## src/core/tmr16_pkg.sv

```systemverilog
// Shared constants and types of the 16-bit timer: register map, mode codes and TOP values.
// Assumes a single system clock; the prescaled timer tick arrives as a one-cycle enable.
package tmr16_pkg;

    // Register byte offsets on the APB slave.
    localparam logic [7:0] OFS_CTRL     = 8'h00;
    localparam logic [7:0] OFS_COUNT    = 8'h04;
    localparam logic [7:0] OFS_CMP_A    = 8'h08;
    localparam logic [7:0] OFS_CMP_B    = 8'h0C;
    localparam logic [7:0] OFS_TOP      = 8'h10;
    localparam logic [7:0] OFS_FLAGS    = 8'h14;
    localparam logic [7:0] OFS_FORCE    = 8'h18;

    // Flag bit positions in the flag register.
    localparam int FLG_OVF   = 0;
    localparam int FLG_CMP_A = 1;
    localparam int FLG_CMP_B = 2;
    localparam int FLG_CAPT  = 3;

    // Force strobe bit positions.
    localparam int FRC_A = 0;
    localparam int FRC_B = 1;

    // Waveform mode select encodings handled here.
    localparam logic [3:0] SEL_NORMAL   = 4'h0;
    localparam logic [3:0] SEL_CLR_CMPA = 4'h4;
    localparam logic [3:0] SEL_FPWM_8   = 4'h5;
    localparam logic [3:0] SEL_FPWM_9   = 4'h6;
    localparam logic [3:0] SEL_FPWM_10  = 4'h7;
    localparam logic [3:0] SEL_CLR_TOP  = 4'hC;
    localparam logic [3:0] SEL_FPWM_TOP = 4'hE;
    localparam logic [3:0] SEL_FPWM_A   = 4'hF;

    // Compare output action encodings.
    localparam logic [1:0] ACT_NONE   = 2'h0;
    localparam logic [1:0] ACT_TOGGLE = 2'h1;
    localparam logic [1:0] ACT_CLEAR  = 2'h2;
    localparam logic [1:0] ACT_SET    = 2'h3;

    // Fixed TOP values and the extremes of the count.
    localparam logic [15:0] TOP_8BIT  = 16'h00FF;
    localparam logic [15:0] TOP_9BIT  = 16'h01FF;
    localparam logic [15:0] TOP_10BIT = 16'h03FF;
    localparam logic [15:0] CNT_MAX   = 16'hFFFF;
    localparam logic [15:0] CNT_BOT   = 16'h0000;

    // Reset values.
    localparam logic [15:0] RST_WORD  = 16'h0000;
    localparam logic [9:0]  RST_CTRL  = 10'h000;

    // Control register layout, high bits first down to wgm.
    typedef struct packed {
        logic       dir_b;
        logic       dir_a;
        logic [1:0] act_b;
        logic [1:0] act_a;
        logic [3:0] sel;
    } tmr16_ctrl_t;

    // Mode classes, one-hot.
    typedef enum logic [3:0] {
        MC_NORMAL = 4'b0001,
        MC_CLR    = 4'b0010,
        MC_FPWM   = 4'b0100,
        MC_OTHER  = 4'b1000
    } tmr16_mode_t;

endpackage : tmr16_pkg
```

## src/core/tmr16_cmp_ch.sv

```systemverilog
// One output compare channel: double-buffered compare value, comparator and waveform bit.
// Assumes the parent supplies the mode class, the TOP event and the write-block qualifier.
`timescale 1ns/1ps
module tmr16_cmp_ch (
    input  wire logic                  i_clk,
    input  wire logic                  i_rstn,
    input  wire logic                  i_tick,
    input  wire logic [15:0]           i_count,
    input  wire logic                  i_block,
    input  wire logic                  i_pwm,
    input  wire logic                  i_top_evt,
    input  wire logic                  i_toggle_ok,
    input  wire logic [1:0]            i_act,
    input  wire logic                  i_force,
    input  wire logic                  i_wr,
    input  wire logic [15:0]           i_wdata,
    output logic      [15:0]           o_cmp,
    output logic      [15:0]           o_buf,
    output logic                       o_match,
    output logic                       o_wave
);
    import tmr16_pkg::*;

    logic [15:0] cmp_q;
    logic [15:0] buf_q;
    logic        wave_q;

    // Software always lands in the buffer; outside PWM it also goes straight through.
    always_ff @(posedge i_clk or negedge i_rstn) begin
        if (!i_rstn) begin
            buf_q <= RST_WORD;
        end else if (i_wr) begin
            buf_q <= i_wdata;
        end
    end

    always_ff @(posedge i_clk or negedge i_rstn) begin
        if (!i_rstn) begin
            cmp_q <= RST_WORD;
        end else if (i_wr && !i_pwm) begin
            cmp_q <= i_wdata;
        end else if (i_pwm && i_tick && i_top_evt) begin
            cmp_q <= buf_q;
        end
    end

    assign o_match = (i_count == cmp_q) && !i_block;

    always_ff @(posedge i_clk or negedge i_rstn) begin
        if (!i_rstn) begin
            wave_q <= 1'b0;
        end else if (i_pwm) begin
            if (i_tick) begin
                if (i_act == ACT_TOGGLE) begin
                    if (i_toggle_ok && o_match) begin
                        wave_q <= !wave_q;
                    end
                end else if (i_act != ACT_NONE) begin
                    // The BOTTOM action wins so that compare equal to TOP gives a constant level.
                    if (i_top_evt) begin
                        wave_q <= (i_act == ACT_CLEAR);
                    end else if (o_match) begin
                        wave_q <= (i_act == ACT_SET);
                    end
                end
            end
        end else if ((i_tick && o_match) || i_force) begin
            case (i_act)
                ACT_TOGGLE: wave_q <= !wave_q;
                ACT_CLEAR:  wave_q <= 1'b0;
                ACT_SET:    wave_q <= 1'b1;
                default:    wave_q <= wave_q;
            endcase
        end
    end

    assign o_cmp  = cmp_q;
    assign o_buf  = buf_q;
    assign o_wave = wave_q;

endmodule : tmr16_cmp_ch

```

## src/core/tmr16_core.sv

```systemverilog
// Counting and waveform logic of the 16-bit timer with its APB register slave.
// Assumes i_tick is a one-cycle prescaled enable in the i_clk domain and APB is synchronous.
//
// Functional notes
// - Count sequence follows only the mode select; output actions only steer pins.
// - Mode 0 always increments, wraps 0xFFFF to 0x0000, never clears on compare.
// - Normal mode sets overflow flag when the count becomes zero; a flag write or service clears it.
// - Overflow flag clears automatically when its interrupt is serviced.
// - Compare-clear mode clears count on match with compare A (4) or top register (12).
// - Compare-clear TOP match sets compare A flag or capture flag, per TOP source.
// - Compare-clear TOP unbuffered; a TOP below count makes counter run through 0xFFFF.
// - Compare-clear action 1 toggles output A per match; pin visible when direction set.
// - Compare-clear mode still sets overflow flag when count rolls from maximum to 0x0000.
// - Modes 5, 6, 7, 14, 15 are fast PWM: count BOTTOM to TOP, restart.
// - Non-inverting clears on match, sets at BOTTOM; inverting does the opposite.
// - Fast PWM TOP is 0xFF, 0x1FF, 0x3FF, top register or compare A.
// - Fast PWM sets each channel flag when count equals its compare value.
// - Fast PWM sets overflow at TOP, plus the TOP source's own flag.
// - Fixed-TOP fast PWM masks compare write bits above the resolution to zero.
// - Fast PWM top register acts at once; below count it wraps via 0xFFFF.
// - Fast PWM compare A writes are buffered and loaded at TOP.
// - Output action 0 leaves the waveform output unchanged in every mode.
// - Fast PWM action 2 is non-inverted, action 3 inverted.
// - A count write suppresses all compare matches on the next timer tick.
// - Force strobe in non-PWM modes updates output only, no flag, no clear.
`timescale 1ns/1ps
module tmr16_core (
    input  wire logic                  i_clk,
    input  wire logic                  i_rstn,
    input  wire logic                  i_tick,
    input  wire logic                  i_ovf_serviced,
    input  wire logic                  i_psel,
    input  wire logic                  i_penable,
    input  wire logic                  i_pwrite,
    input  wire logic [7:0]            i_paddr,
    input  wire logic [31:0]           i_pwdata,
    output logic      [31:0]           o_prdata,
    output logic                       o_pready,
    output logic                       o_pslverr,
    output logic                       o_wave_a,
    output logic                       o_wave_a_oen,
    output logic                       o_wave_b,
    output logic                       o_wave_b_oen,
    output logic                       o_out_of_scope,
    output tmr16_pkg::tmr16_mode_t     o_mode
);
    import tmr16_pkg::*;

    tmr16_ctrl_t ctrl_q;
    tmr16_mode_t mode;
    logic [15:0] count_q;
    logic [15:0] count_d;
    logic [15:0] top_reg_q;
    logic [3:0]  flags_q;
    logic [31:0] prdata_q;
    logic        block_q;
    logic [15:0] top_val;
    logic [15:0] wmask;
    logic [15:0] cmp_a;
    logic [15:0] cmp_b;
    logic [15:0] buf_a;
    logic [15:0] buf_b;
    logic        match_a;
    logic        match_b;
    logic        at_top;
    logic        top_evt;
    logic        pwm;
    logic        setup;
    logic        wr_en;
    logic        mapped;
    logic        wr_cmp_a;
    logic        wr_cmp_b;
    logic        frc_a;
    logic        frc_b;
    logic [3:0]  flag_set;
    logic [3:0]  flag_clr;

    // APB decode: zero wait states, read data captured in the setup cycle.
    assign setup  = i_psel && !i_penable;
    assign wr_en  = i_psel && i_penable && i_pwrite && mapped;
    assign mapped = (i_paddr == OFS_CTRL) || (i_paddr == OFS_COUNT) ||
                    (i_paddr == OFS_CMP_A) || (i_paddr == OFS_CMP_B) ||
                    (i_paddr == OFS_TOP) || (i_paddr == OFS_FLAGS) ||
                    (i_paddr == OFS_FORCE);
    assign o_pready  = 1'b1;
    assign o_pslverr = i_psel && i_penable && !mapped;

    // Mode class derives from the mode select field alone.
    always_comb begin
        case (ctrl_q.sel)
            SEL_NORMAL:                           mode = MC_NORMAL;
            SEL_CLR_CMPA, SEL_CLR_TOP:            mode = MC_CLR;
            SEL_FPWM_8, SEL_FPWM_9, SEL_FPWM_10,
            SEL_FPWM_TOP, SEL_FPWM_A:             mode = MC_FPWM;
            default:                              mode = MC_OTHER;
        endcase
    end
    assign pwm = (mode == MC_FPWM);

    always_comb begin
        case (ctrl_q.sel)
            SEL_CLR_CMPA, SEL_FPWM_A: top_val = cmp_a;
            SEL_CLR_TOP, SEL_FPWM_TOP: top_val = top_reg_q;
            SEL_FPWM_8:               top_val = TOP_8BIT;
            SEL_FPWM_9:               top_val = TOP_9BIT;
            SEL_FPWM_10:              top_val = TOP_10BIT;
            default:                  top_val = CNT_MAX;
        endcase
    end

    // Fixed-TOP modes clip compare writes to their resolution.
    always_comb begin
        case (ctrl_q.sel)
            SEL_FPWM_8:  wmask = TOP_8BIT;
            SEL_FPWM_9:  wmask = TOP_9BIT;
            SEL_FPWM_10: wmask = TOP_10BIT;
            default:     wmask = CNT_MAX;
        endcase
    end

    // A TOP below the count is simply passed by, so the count wraps through 0xFFFF first.
    assign at_top  = ((mode == MC_CLR) || pwm) && (count_q == top_val) && !block_q;
    assign top_evt = at_top && pwm;

    always_ff @(posedge i_clk or negedge i_rstn) begin
        if (!i_rstn) begin
            ctrl_q <= tmr16_ctrl_t'(RST_CTRL);
        end else if (wr_en && i_paddr == OFS_CTRL) begin
            ctrl_q <= tmr16_ctrl_t'(i_pwdata[9:0]);
        end
    end

    always_ff @(posedge i_clk or negedge i_rstn) begin
        if (!i_rstn) begin
            top_reg_q <= RST_WORD;
        end else if (wr_en && i_paddr == OFS_TOP) begin
            top_reg_q <= i_pwdata[15:0];
        end
    end

    always_comb begin
        count_d = count_q;
        if (i_tick && mode != MC_OTHER) begin
            if (at_top) begin
                count_d = CNT_BOT;
            end else begin
                count_d = count_q + 16'h0001;
            end
        end
    end

    always_ff @(posedge i_clk or negedge i_rstn) begin
        if (!i_rstn) begin
            count_q <= RST_WORD;
        end else if (wr_en && i_paddr == OFS_COUNT) begin
            count_q <= i_pwdata[15:0];
        end else begin
            count_q <= count_d;
        end
    end

    // The block lasts until the next tick, however long the timer stands still.
    always_ff @(posedge i_clk or negedge i_rstn) begin
        if (!i_rstn) begin
            block_q <= 1'b0;
        end else if (wr_en && i_paddr == OFS_COUNT) begin
            block_q <= 1'b1;
        end else if (i_tick) begin
            block_q <= 1'b0;
        end
    end

    always_comb begin
        flag_set = 4'h0;
        if (i_tick && mode != MC_OTHER) begin
            flag_set[FLG_OVF]   = (count_q == CNT_MAX) || top_evt;
            flag_set[FLG_CMP_A] = match_a;
            flag_set[FLG_CMP_B] = match_b;
            flag_set[FLG_CAPT]  = at_top && (ctrl_q.sel == SEL_CLR_TOP ||
                                             ctrl_q.sel == SEL_FPWM_TOP);
        end
    end

    always_comb begin
        flag_clr = 4'h0;
        if (wr_en && i_paddr == OFS_FLAGS) begin
            flag_clr = i_pwdata[3:0];
        end
        flag_clr[FLG_OVF] = flag_clr[FLG_OVF] || i_ovf_serviced;
    end

    // A set in the same cycle as a clear wins, so no event is lost.
    always_ff @(posedge i_clk or negedge i_rstn) begin
        if (!i_rstn) begin
            flags_q <= 4'h0;
        end else begin
            flags_q <= flag_set | (flags_q & ~flag_clr);
        end
    end

    assign wr_cmp_a = wr_en && (i_paddr == OFS_CMP_A);
    assign wr_cmp_b = wr_en && (i_paddr == OFS_CMP_B);
    assign frc_a    = wr_en && (i_paddr == OFS_FORCE) && i_pwdata[FRC_A] && !pwm;
    assign frc_b    = wr_en && (i_paddr == OFS_FORCE) && i_pwdata[FRC_B] && !pwm;

    tmr16_cmp_ch u_ch_a (
        .i_clk       (i_clk),
        .i_rstn      (i_rstn),
        .i_tick      (i_tick),
        .i_count     (count_q),
        .i_block     (block_q),
        .i_pwm       (pwm),
        .i_top_evt   (top_evt),
        .i_toggle_ok (ctrl_q.sel == SEL_FPWM_A),
        .i_act       (ctrl_q.act_a),
        .i_force     (frc_a),
        .i_wr        (wr_cmp_a),
        .i_wdata     (i_pwdata[15:0] & wmask),
        .o_cmp       (cmp_a),
        .o_buf       (buf_a),
        .o_match     (match_a),
        .o_wave      (o_wave_a)
    );

    tmr16_cmp_ch u_ch_b (
        .i_clk       (i_clk),
        .i_rstn      (i_rstn),
        .i_tick      (i_tick),
        .i_count     (count_q),
        .i_block     (block_q),
        .i_pwm       (pwm),
        .i_top_evt   (top_evt),
        .i_toggle_ok (1'b0),
        .i_act       (ctrl_q.act_b),
        .i_force     (frc_b),
        .i_wr        (wr_cmp_b),
        .i_wdata     (i_pwdata[15:0] & wmask),
        .o_cmp       (cmp_b),
        .o_buf       (buf_b),
        .o_match     (match_b),
        .o_wave      (o_wave_b)
    );

    // Enables are low while the pin is driven by the waveform bit.
    assign o_wave_a_oen   = !(ctrl_q.dir_a && ctrl_q.act_a != ACT_NONE);
    assign o_wave_b_oen   = !(ctrl_q.dir_b && ctrl_q.act_b != ACT_NONE);
    assign o_out_of_scope = (mode == MC_OTHER);
    assign o_mode         = mode;

    always_ff @(posedge i_clk or negedge i_rstn) begin
        if (!i_rstn) begin
            prdata_q <= 32'h0000_0000;
        end else if (setup) begin
            case (i_paddr)
                OFS_CTRL:  prdata_q <= {22'h00_0000, ctrl_q};
                OFS_COUNT: prdata_q <= {16'h0000, count_q};
                OFS_CMP_A: prdata_q <= {16'h0000, pwm ? buf_a : cmp_a};
                OFS_CMP_B: prdata_q <= {16'h0000, pwm ? buf_b : cmp_b};
                OFS_TOP:   prdata_q <= {16'h0000, top_reg_q};
                OFS_FLAGS: prdata_q <= {28'h000_0000, flags_q};
                default:   prdata_q <= 32'h0000_0000;
            endcase
        end
    end
    assign o_prdata = prdata_q;
endmodule : tmr16_core

```

## config.mk

```make
export PLATFORM = sky130hd
export DESIGN_NAME = tmr16_core
export DESIGN_NICKNAME = d
export VERILOG_FILES = /design/src/core/tmr16_pkg.sv /design/src/core/tmr16_cmp_ch.sv /design/src/core/tmr16_core.sv
export SDC_FILE = /design/constraint.sdc
export NUM_CORES = 1
export LEC_CHECK = 0
export BUFFER_PORTS_ARGS = -buffer_cell sky130_fd_sc_hd__clkbuf_2
export CAP_MARGIN = 5
export CELL_PAD_IN_SITES_DETAIL_PLACEMENT = 1
export CELL_PAD_IN_SITES_GLOBAL_PLACEMENT = 1
export CORE_MARGIN = 2
export CORE_UTILIZATION = 40
export CTS_CLUSTER_DIAMETER = 30
export DETAILED_ROUTE_END_ITERATION = 16
export HOLD_SLACK_MARGIN = 0.02
export PLACE_DENSITY_LB_ADDON = 0.1
export SETUP_SLACK_MARGIN = 0.02
export SYNTH_ARGS = -nofsm -noshare
export SYNTH_HDL_FRONTEND = slang
export SYNTH_HIERARCHICAL = 1
export SYNTH_SLANG_ARGS = --single-unit
```

## constraint.sdc

```tcl
create_clock -name i_clk -period 6.5 [get_ports i_clk]
set_input_delay 0.65 -clock i_clk [delete_from_list [all_inputs] [get_ports i_clk]]
set_output_delay 0.65 -clock i_clk [all_outputs]
set_load 0.1 [all_outputs]
```

==> results.cfg, run 1 <==
[status]
status = complete, no violations

[setup_path]
worstSetupEndpointType = register
crit_type = reg -> reg
critPathBufInv = 0
timing.rr.end = u_ch_a/o_cmp[12]
r2r_cells = 10
cp_cell_sequence = nor3_1 > a221o_1 > xor2_1 > nor4_1 > and4_1 > o2111ai_1 > nor2_1 > a31o_2 > nor2_1 > a21oi_1
worstPathMaxFanout = 32
arrival_ns = 4.95
crit_top_cell = nor2_1
reg2reg_from = ctrl_q[0]
cpLargestDelayFamily = simple AND/OR/NAND/NOR gates
required_ns = 6.84
r2r_slack_ns = 1.89
crit_path_max_incr_delay_ns = 0.91
startpoint_type = register
critical_path.slowest_cell = nor3_1

[die]
dieArea_um2 = 21550
die_h_um = 146.8
rows = 52
coreArea_um2 = 20100
pin_count = 90
fp.dieW_um = 146.8
initial_core_util_pct = 40.57

[timing]
setup_viol = 0
finClkSkew_ns = 0.008425
tightest_slew_ns = 1.255
slew_violations = 0
fin_crit_sh_pct = 70.88
min_period_ns = 4.607
finalHoldViolations = 0
fmax_mhz = 217.1
max_slew_margin_pct = 15.56
rsz0062_at_grt = no
finalSetupTns_ns = 0

[placement]
dpl.hpwl_um = 20940
finalWeightedCongestion = 0.8685
dp_cells = 1179
io_buffers = 56

[drt]
viasPerCell = 6.050
drt_first_pass_iters = 5
totalWireLength_um = 29440
route.detailed.wl_per_inst_um = 24.31
drtIter0Drc = 543
vias = 7326
ant_nets = 0
drc_errors = 0

[logic_synthesis]
async_flop_share_pct = 100.0
yosys_warnings = 6
synth_edf_count = 0
yosys.area.top_type_share_pct = 39.58
synth.area.top_cells = dfrtp_1, mux2_2, a21oi_1, nand2_1, mux2i_1
synth.most_common_cell = dfrtp_1
syn-cell-area_um2 = 8157
yosys.area.top_type = dfrtp_1
yosys-top-cells-count = dfrtp_1, a21oi_1, nand2_1, nor2_1, mux2_2
synth_flop_cell = dfrtp_1
syn_inst = 894
ys_types = 79
synth-seq-cells = 129
synth_seq_area_share_pct = 39.58
synth.avg_cell_area_um2 = 9.124

[cts]
cts_root_buf = clkbuf_16
cts.sinks = 129
cts_max_level = 4
cts_setup_buffers = 0
cts_hold_buf = 0
clkSlewWorstSetupHoldPaths_ns = 0.06
clockBufferDepth = 2
cts_buffers = 17
tritoncts = yes
cts_resized = 0
clock_latency_ns = 0.43

[job]
cap_violations = 0

[cells_and_area]
diodes = 0
seqCellArea_um2 = 3228
nNetsFinal = 976
layout-drive-gt1-share_pct = 19.98
finalNonFillerCells = 1211
num-fill-cells = 2309
area_growth_pct = 13.19
final_util_pct = 45.92
multi_input_area_um2 = 4551

[power]
switchingPower_mw = 0.8441
internal_power_mw = 1.748
pwr-share-clk_pct = 41.2
power_frac_comb_pct = 18.6
p_sw_share_pct = 32.56
p_leak_nw = 4.000
total_power_mw = 2.593
powerDensity_nw_per_um2 = 280.8
ir_drop_mv = 0.1597
seq_power_share_pct = 40.2

[global_route]
grt_pass1_wl_um = 45180
track_usage_pct = 27.69
gr-total-overflow = 0
first_global_vias = 7500
grt_max_degree = 70
antenna_found_initial = 0

[worst_hold_path]
min_path_type = in -> async
[kinds of logic (layout without fill, tap and decap cells)]
family	after synthesis	in the layout	synth area share (%)
buf+inv	89	120	5.599
other cells	2	18	0.09207
mux	89	89	11.93
xor+xnor	44	44	4.725
simple gates	302	302	18.76
flops	129	129	39.58
fa+ha+maj	1	1	0.1534
compound gates	238	238	19.16
[power by group through the flow]
stage / clock network [mW] / registers [mW] / logic [mW]
4_1_cts: 1.08 / 1.04 / 0.483
5_1_grt: 1.12 / 1.06 / 0.525
3_3_place_gp: 0 / 1.04 / 0.458
3_5_place_dp: 0 / 1.05 / 0.478
2_1_floorplan: 0 / 0.976 / 0.371
6_report: 1.07 / 1.04 / 0.483
[final cells by class]
type,instances,area share (%)
clock inverter,11,1.897
inverter,15,0.6098
sequential,129,34.96
clock buffer,21,5.096
multi-input combinational,692,49.29
timing repair buffer,73,4.486
tap,270,3.659
[registers in the layout (all words and copies together), names as in the netlist]
| register | count |
|---|---|
| count_q | 16 |
| u_ch_a/o_buf | 16 |
| top_reg_q | 16 |
| ctrl_q | 10 |
| u_ch_a/o_cmp | 16 |
| u_ch_b/o_cmp | 16 |
| flags_q | 4 |
| u_ch_b/o_wave | 1 |
| block_q | 1 |
| o_prdata | 16 |
| u_ch_a/o_wave | 1 |
| u_ch_b/o_buf | 16 |
[layer usage]
layer	GRT usage, %	part of all wire, %	wire length [um]	vias to the layer above
met4	8.883	1.9	559	0
met3	4.596	5.0	1479	41
met1	38.32	46	13450	3795
met5	0	0	0	-
met2	44.48	47	13950	215
li1	-	-	-	3275
[per-stage QoR]
step	hold WS [ns]	worst slack [ns]	area, um^2
CTS	0.2662	2.039	9233
global placement	0.4618	2.345	8587
finish	0.2429	1.893	9233
global route	0.2760	1.631	9233
floorplan	0.3544	3.015	8217
detailed placement	0.4655	2.162	8587
[worst max path at each step]
stage / from / to / slack, ns / cells past startpoint
finish: ctrl_q[0] / u_ch_a/o_cmp[12] / 1.89 / 10
global route: ctrl_q[0] / u_ch_a/o_cmp[12] / 1.63 / 11
CTS: ctrl_q[0] / u_ch_a/o_cmp[12] / 2.04 / 10
detailed placement: ctrl_q[0] / u_ch_b/o_cmp[7] / 2.16 / 10
global placement: ctrl_q[0] / u_ch_a/o_cmp[12] / 2.34 / 10
floorplan: i_paddr[5] / u_ch_a/o_cmp[15] / 3.01 / 13
[cells in the final DEF (no fill, tap or decap), types with 5 or more instances in the layout]
cell type	instances
nor4_1	14
o21a_1	6
a22oi_1	8
a222oi_1	5
a21oi_1	106
buf_4	17
dfrtp_1	129
nand3b_1	9
conb_1	18
inv_1	13
nor3_1	12
nor3b_1	7
clkbuf_16	17
o21ai_1	11
nand2b_1	7
nand3_1	19
nand4b_1	5
mux2i_1	32
a21o_1	22
nor2_1	69
a221o_1	6
nand2_1	100
clkbuf_2	55
mux2_2	54
and3_1	8
a221oi_1	9
xor2_1	33
nor2b_1	11
xnor2_1	11
nand4_1	5
o21ai_0	21
(Power assumes the default switching activity.)
==> inputs of run 2 (changes only) <==
- clock period: 6.5 -> 3.7 ns (I/O delays scaled with it)
==> run 2 against run 1 <==
Net effect: routed wire length up 1.4%; register-to-register slack worse by 1.7 ns; core utilization rose by 0.78 points; critical path type unchanged; critical endpoint is now u_ch_a/o_cmp[10]; largest cell class unchanged; largest power group unchanged.
==> results.cfg, run 2 (synthesized netlist as in run 1, its figures left out) <==
[timing]
max_slew_margin_pct = 36.06
setup_viol = 0
finalHoldViolations = 0
finalSetupTns_ns = 0
fmax_mhz = 288.9
tightest_slew_ns = 0.9591
min_period_ns = 3.462
postLayoutSetupSlackWorst_ns = 0.2383
finClkSkew_ns = 0.01324
rsz0062_at_grt = no
fin_crit_sh_pct = 93.56
slew_violations = 0

[cells_and_area]
layout-drive-gt1-share_pct = 21.22
num-fill-cells = 2328
final_common_cell = dfrtp_1
layout_common_cells = dfrtp_1, a21oi_1, nand2_1
area_growth_pct = 15.11
diodes = 0
final_cell_area_um2 = 9389
nNetsFinal = 988

[global_route]
grt_max_degree = 99
grt_pass1_wl_um = 46170
first_global_vias = 7683
antenna_found_initial = 0
gr-total-overflow = 0
track_usage_pct = 28.25

[placement]
place_ws_ns = 0.1175
io_buffers = 56
dpl.hpwl_um = 21620
dpl_cell_area_um2 = 8690
finalWeightedCongestion = 0.8659

[cts]
cts.sinks = 129
clockBufferDepth = 2
cts_setup_buffers = 0
clkSlewWorstSetupHoldPaths_ns = 0.06
clock_latency_ns = 0.43
cts_root_buf = clkbuf_16
cts_buffers = 17
cts_max_level = 4
tritoncts = yes

[die]
pin_count = 90
dieArea_um2 = 21550
die_h_um = 146.8
initial_core_util_pct = 40.57
coreArea_um2 = 20100
rows = 52
fp.dieW_um = 146.8

[power]
total_power_mw = 4.691
ir_drop_mv = 0.3129
p_leak_nw = 4.082
powerDensity_nw_per_um2 = 499.6

[drt]
viasPerCell = 6.034
drt_first_pass_iters = 7
drtIter0Drc = 620
drc_errors = 0
vias = 7374
route.detailed.wl_per_inst_um = 24.42
ant_nets = 0
totalWireLength_um = 29850

[setup_path]
worstSetupEndpointType = register
worstPathMaxFanout = 24
critical_path.slowest_cell = dfrtp_2
critPathBufInv = 3
arrival_ns = 3.80
required_ns = 4.04
cpLargestDelayFamily = compound AO/OA/AOI/OAI gates
crit_type = reg -> reg
r2r_slack_ns = 0.24
crit_path_max_incr_delay_ns = 0.49
startpoint_type = register
cp_cell_sequence = buf_4 > and4b_1 > or3b_1 > a2111oi_1 > a311oi_1 > o41ai_4 > o2111ai_1 > nor2_1 > buf_4 > a31o_2 > buf_12 > nor2_1 > a21oi_1

[status]
status = complete, no violations

[worst_hold_path]
min_path_type = in -> async

[job]
cap_violations = 0
[run 2: routing by layer]
metal | global-route usage [%] | up-vias | share of wire, % | routed length, um
met2 | 45.12 | 215 | 47 | 14080
met5 | 0 | - | 0 | 0
met4 | 8.252 | 0 | 2.0 | 598
met1 | 39.29 | 3819 | 46 | 13590
met3 | 5.280 | 40 | 5.3 | 1576
li1 | - | 3300 | - | -
[run 2: repair_timing]
item,in CTS,in global routing
resized for setup,0,4
hold buffers,0,0
setup endpoints to repair,0,34
hold endpoints to repair,0,0
[run 2: path summary, 6_finish.rpt]
check / start / to / cells past startpoint
max in group asynchronous: i_rstn / u_ch_b/o_buf[2] / 2
min in group i_clk: i_pwdata[13] / count_q[13] / 3
worst max-delay path: ctrl_q[3] / u_ch_a/o_cmp[10] / 13
worst min-delay path: i_rstn / count_q[12] / 1
worst min register to register: o_prdata[1] / o_prdata[1] / 1
worst max register to register: ctrl_q[3] / u_ch_a/o_cmp[10] / 13
[run 2: worst reg2reg max path, stage by stage, from the launching register on]
cell	delay, ns
dfrtp_2	0.49
buf_4	0.25
and4b_1	0.24
or3b_1	0.38
a2111oi_1	0.40
a311oi_1	0.14
o41ai_4	0.12
o2111ai_1	0.24
nor2_1	0.15
buf_4	0.21
a31o_2	0.33
buf_12	0.21
nor2_1	0.08
a21oi_1	0.15
[run 2: layout make-up]
class	count	area, um^2	area share, %
clock buffer	19	452.9	4.824
inverter	15	56.30	0.5997
multi-input combinational	692	4568	48.65
clock inverter	12	227.7	2.425
timing repair buffer	85	516.7	5.504
sequential	129	3229	34.40
tap	270	337.8	3.598
[run 2: report_power, final]
group / switching [mW] / internal, mW
logic: 0.529 / 0.349
clock network: 0.692 / 1.30
registers: 0.275 / 1.54
[run 2: per-stage QoR]
stage,hold WS (ns),cells,util [%]
6_report,0.07882,1222,46.70
4_1_cts,0.1141,1222,46.61
3_5_place_dp,0.4645,1191,43.22
3_3_place_gp,0.4630,1191,43.22
5_1_grt,0.1440,1222,46.70
2_1_floorplan,0.07441,910,-
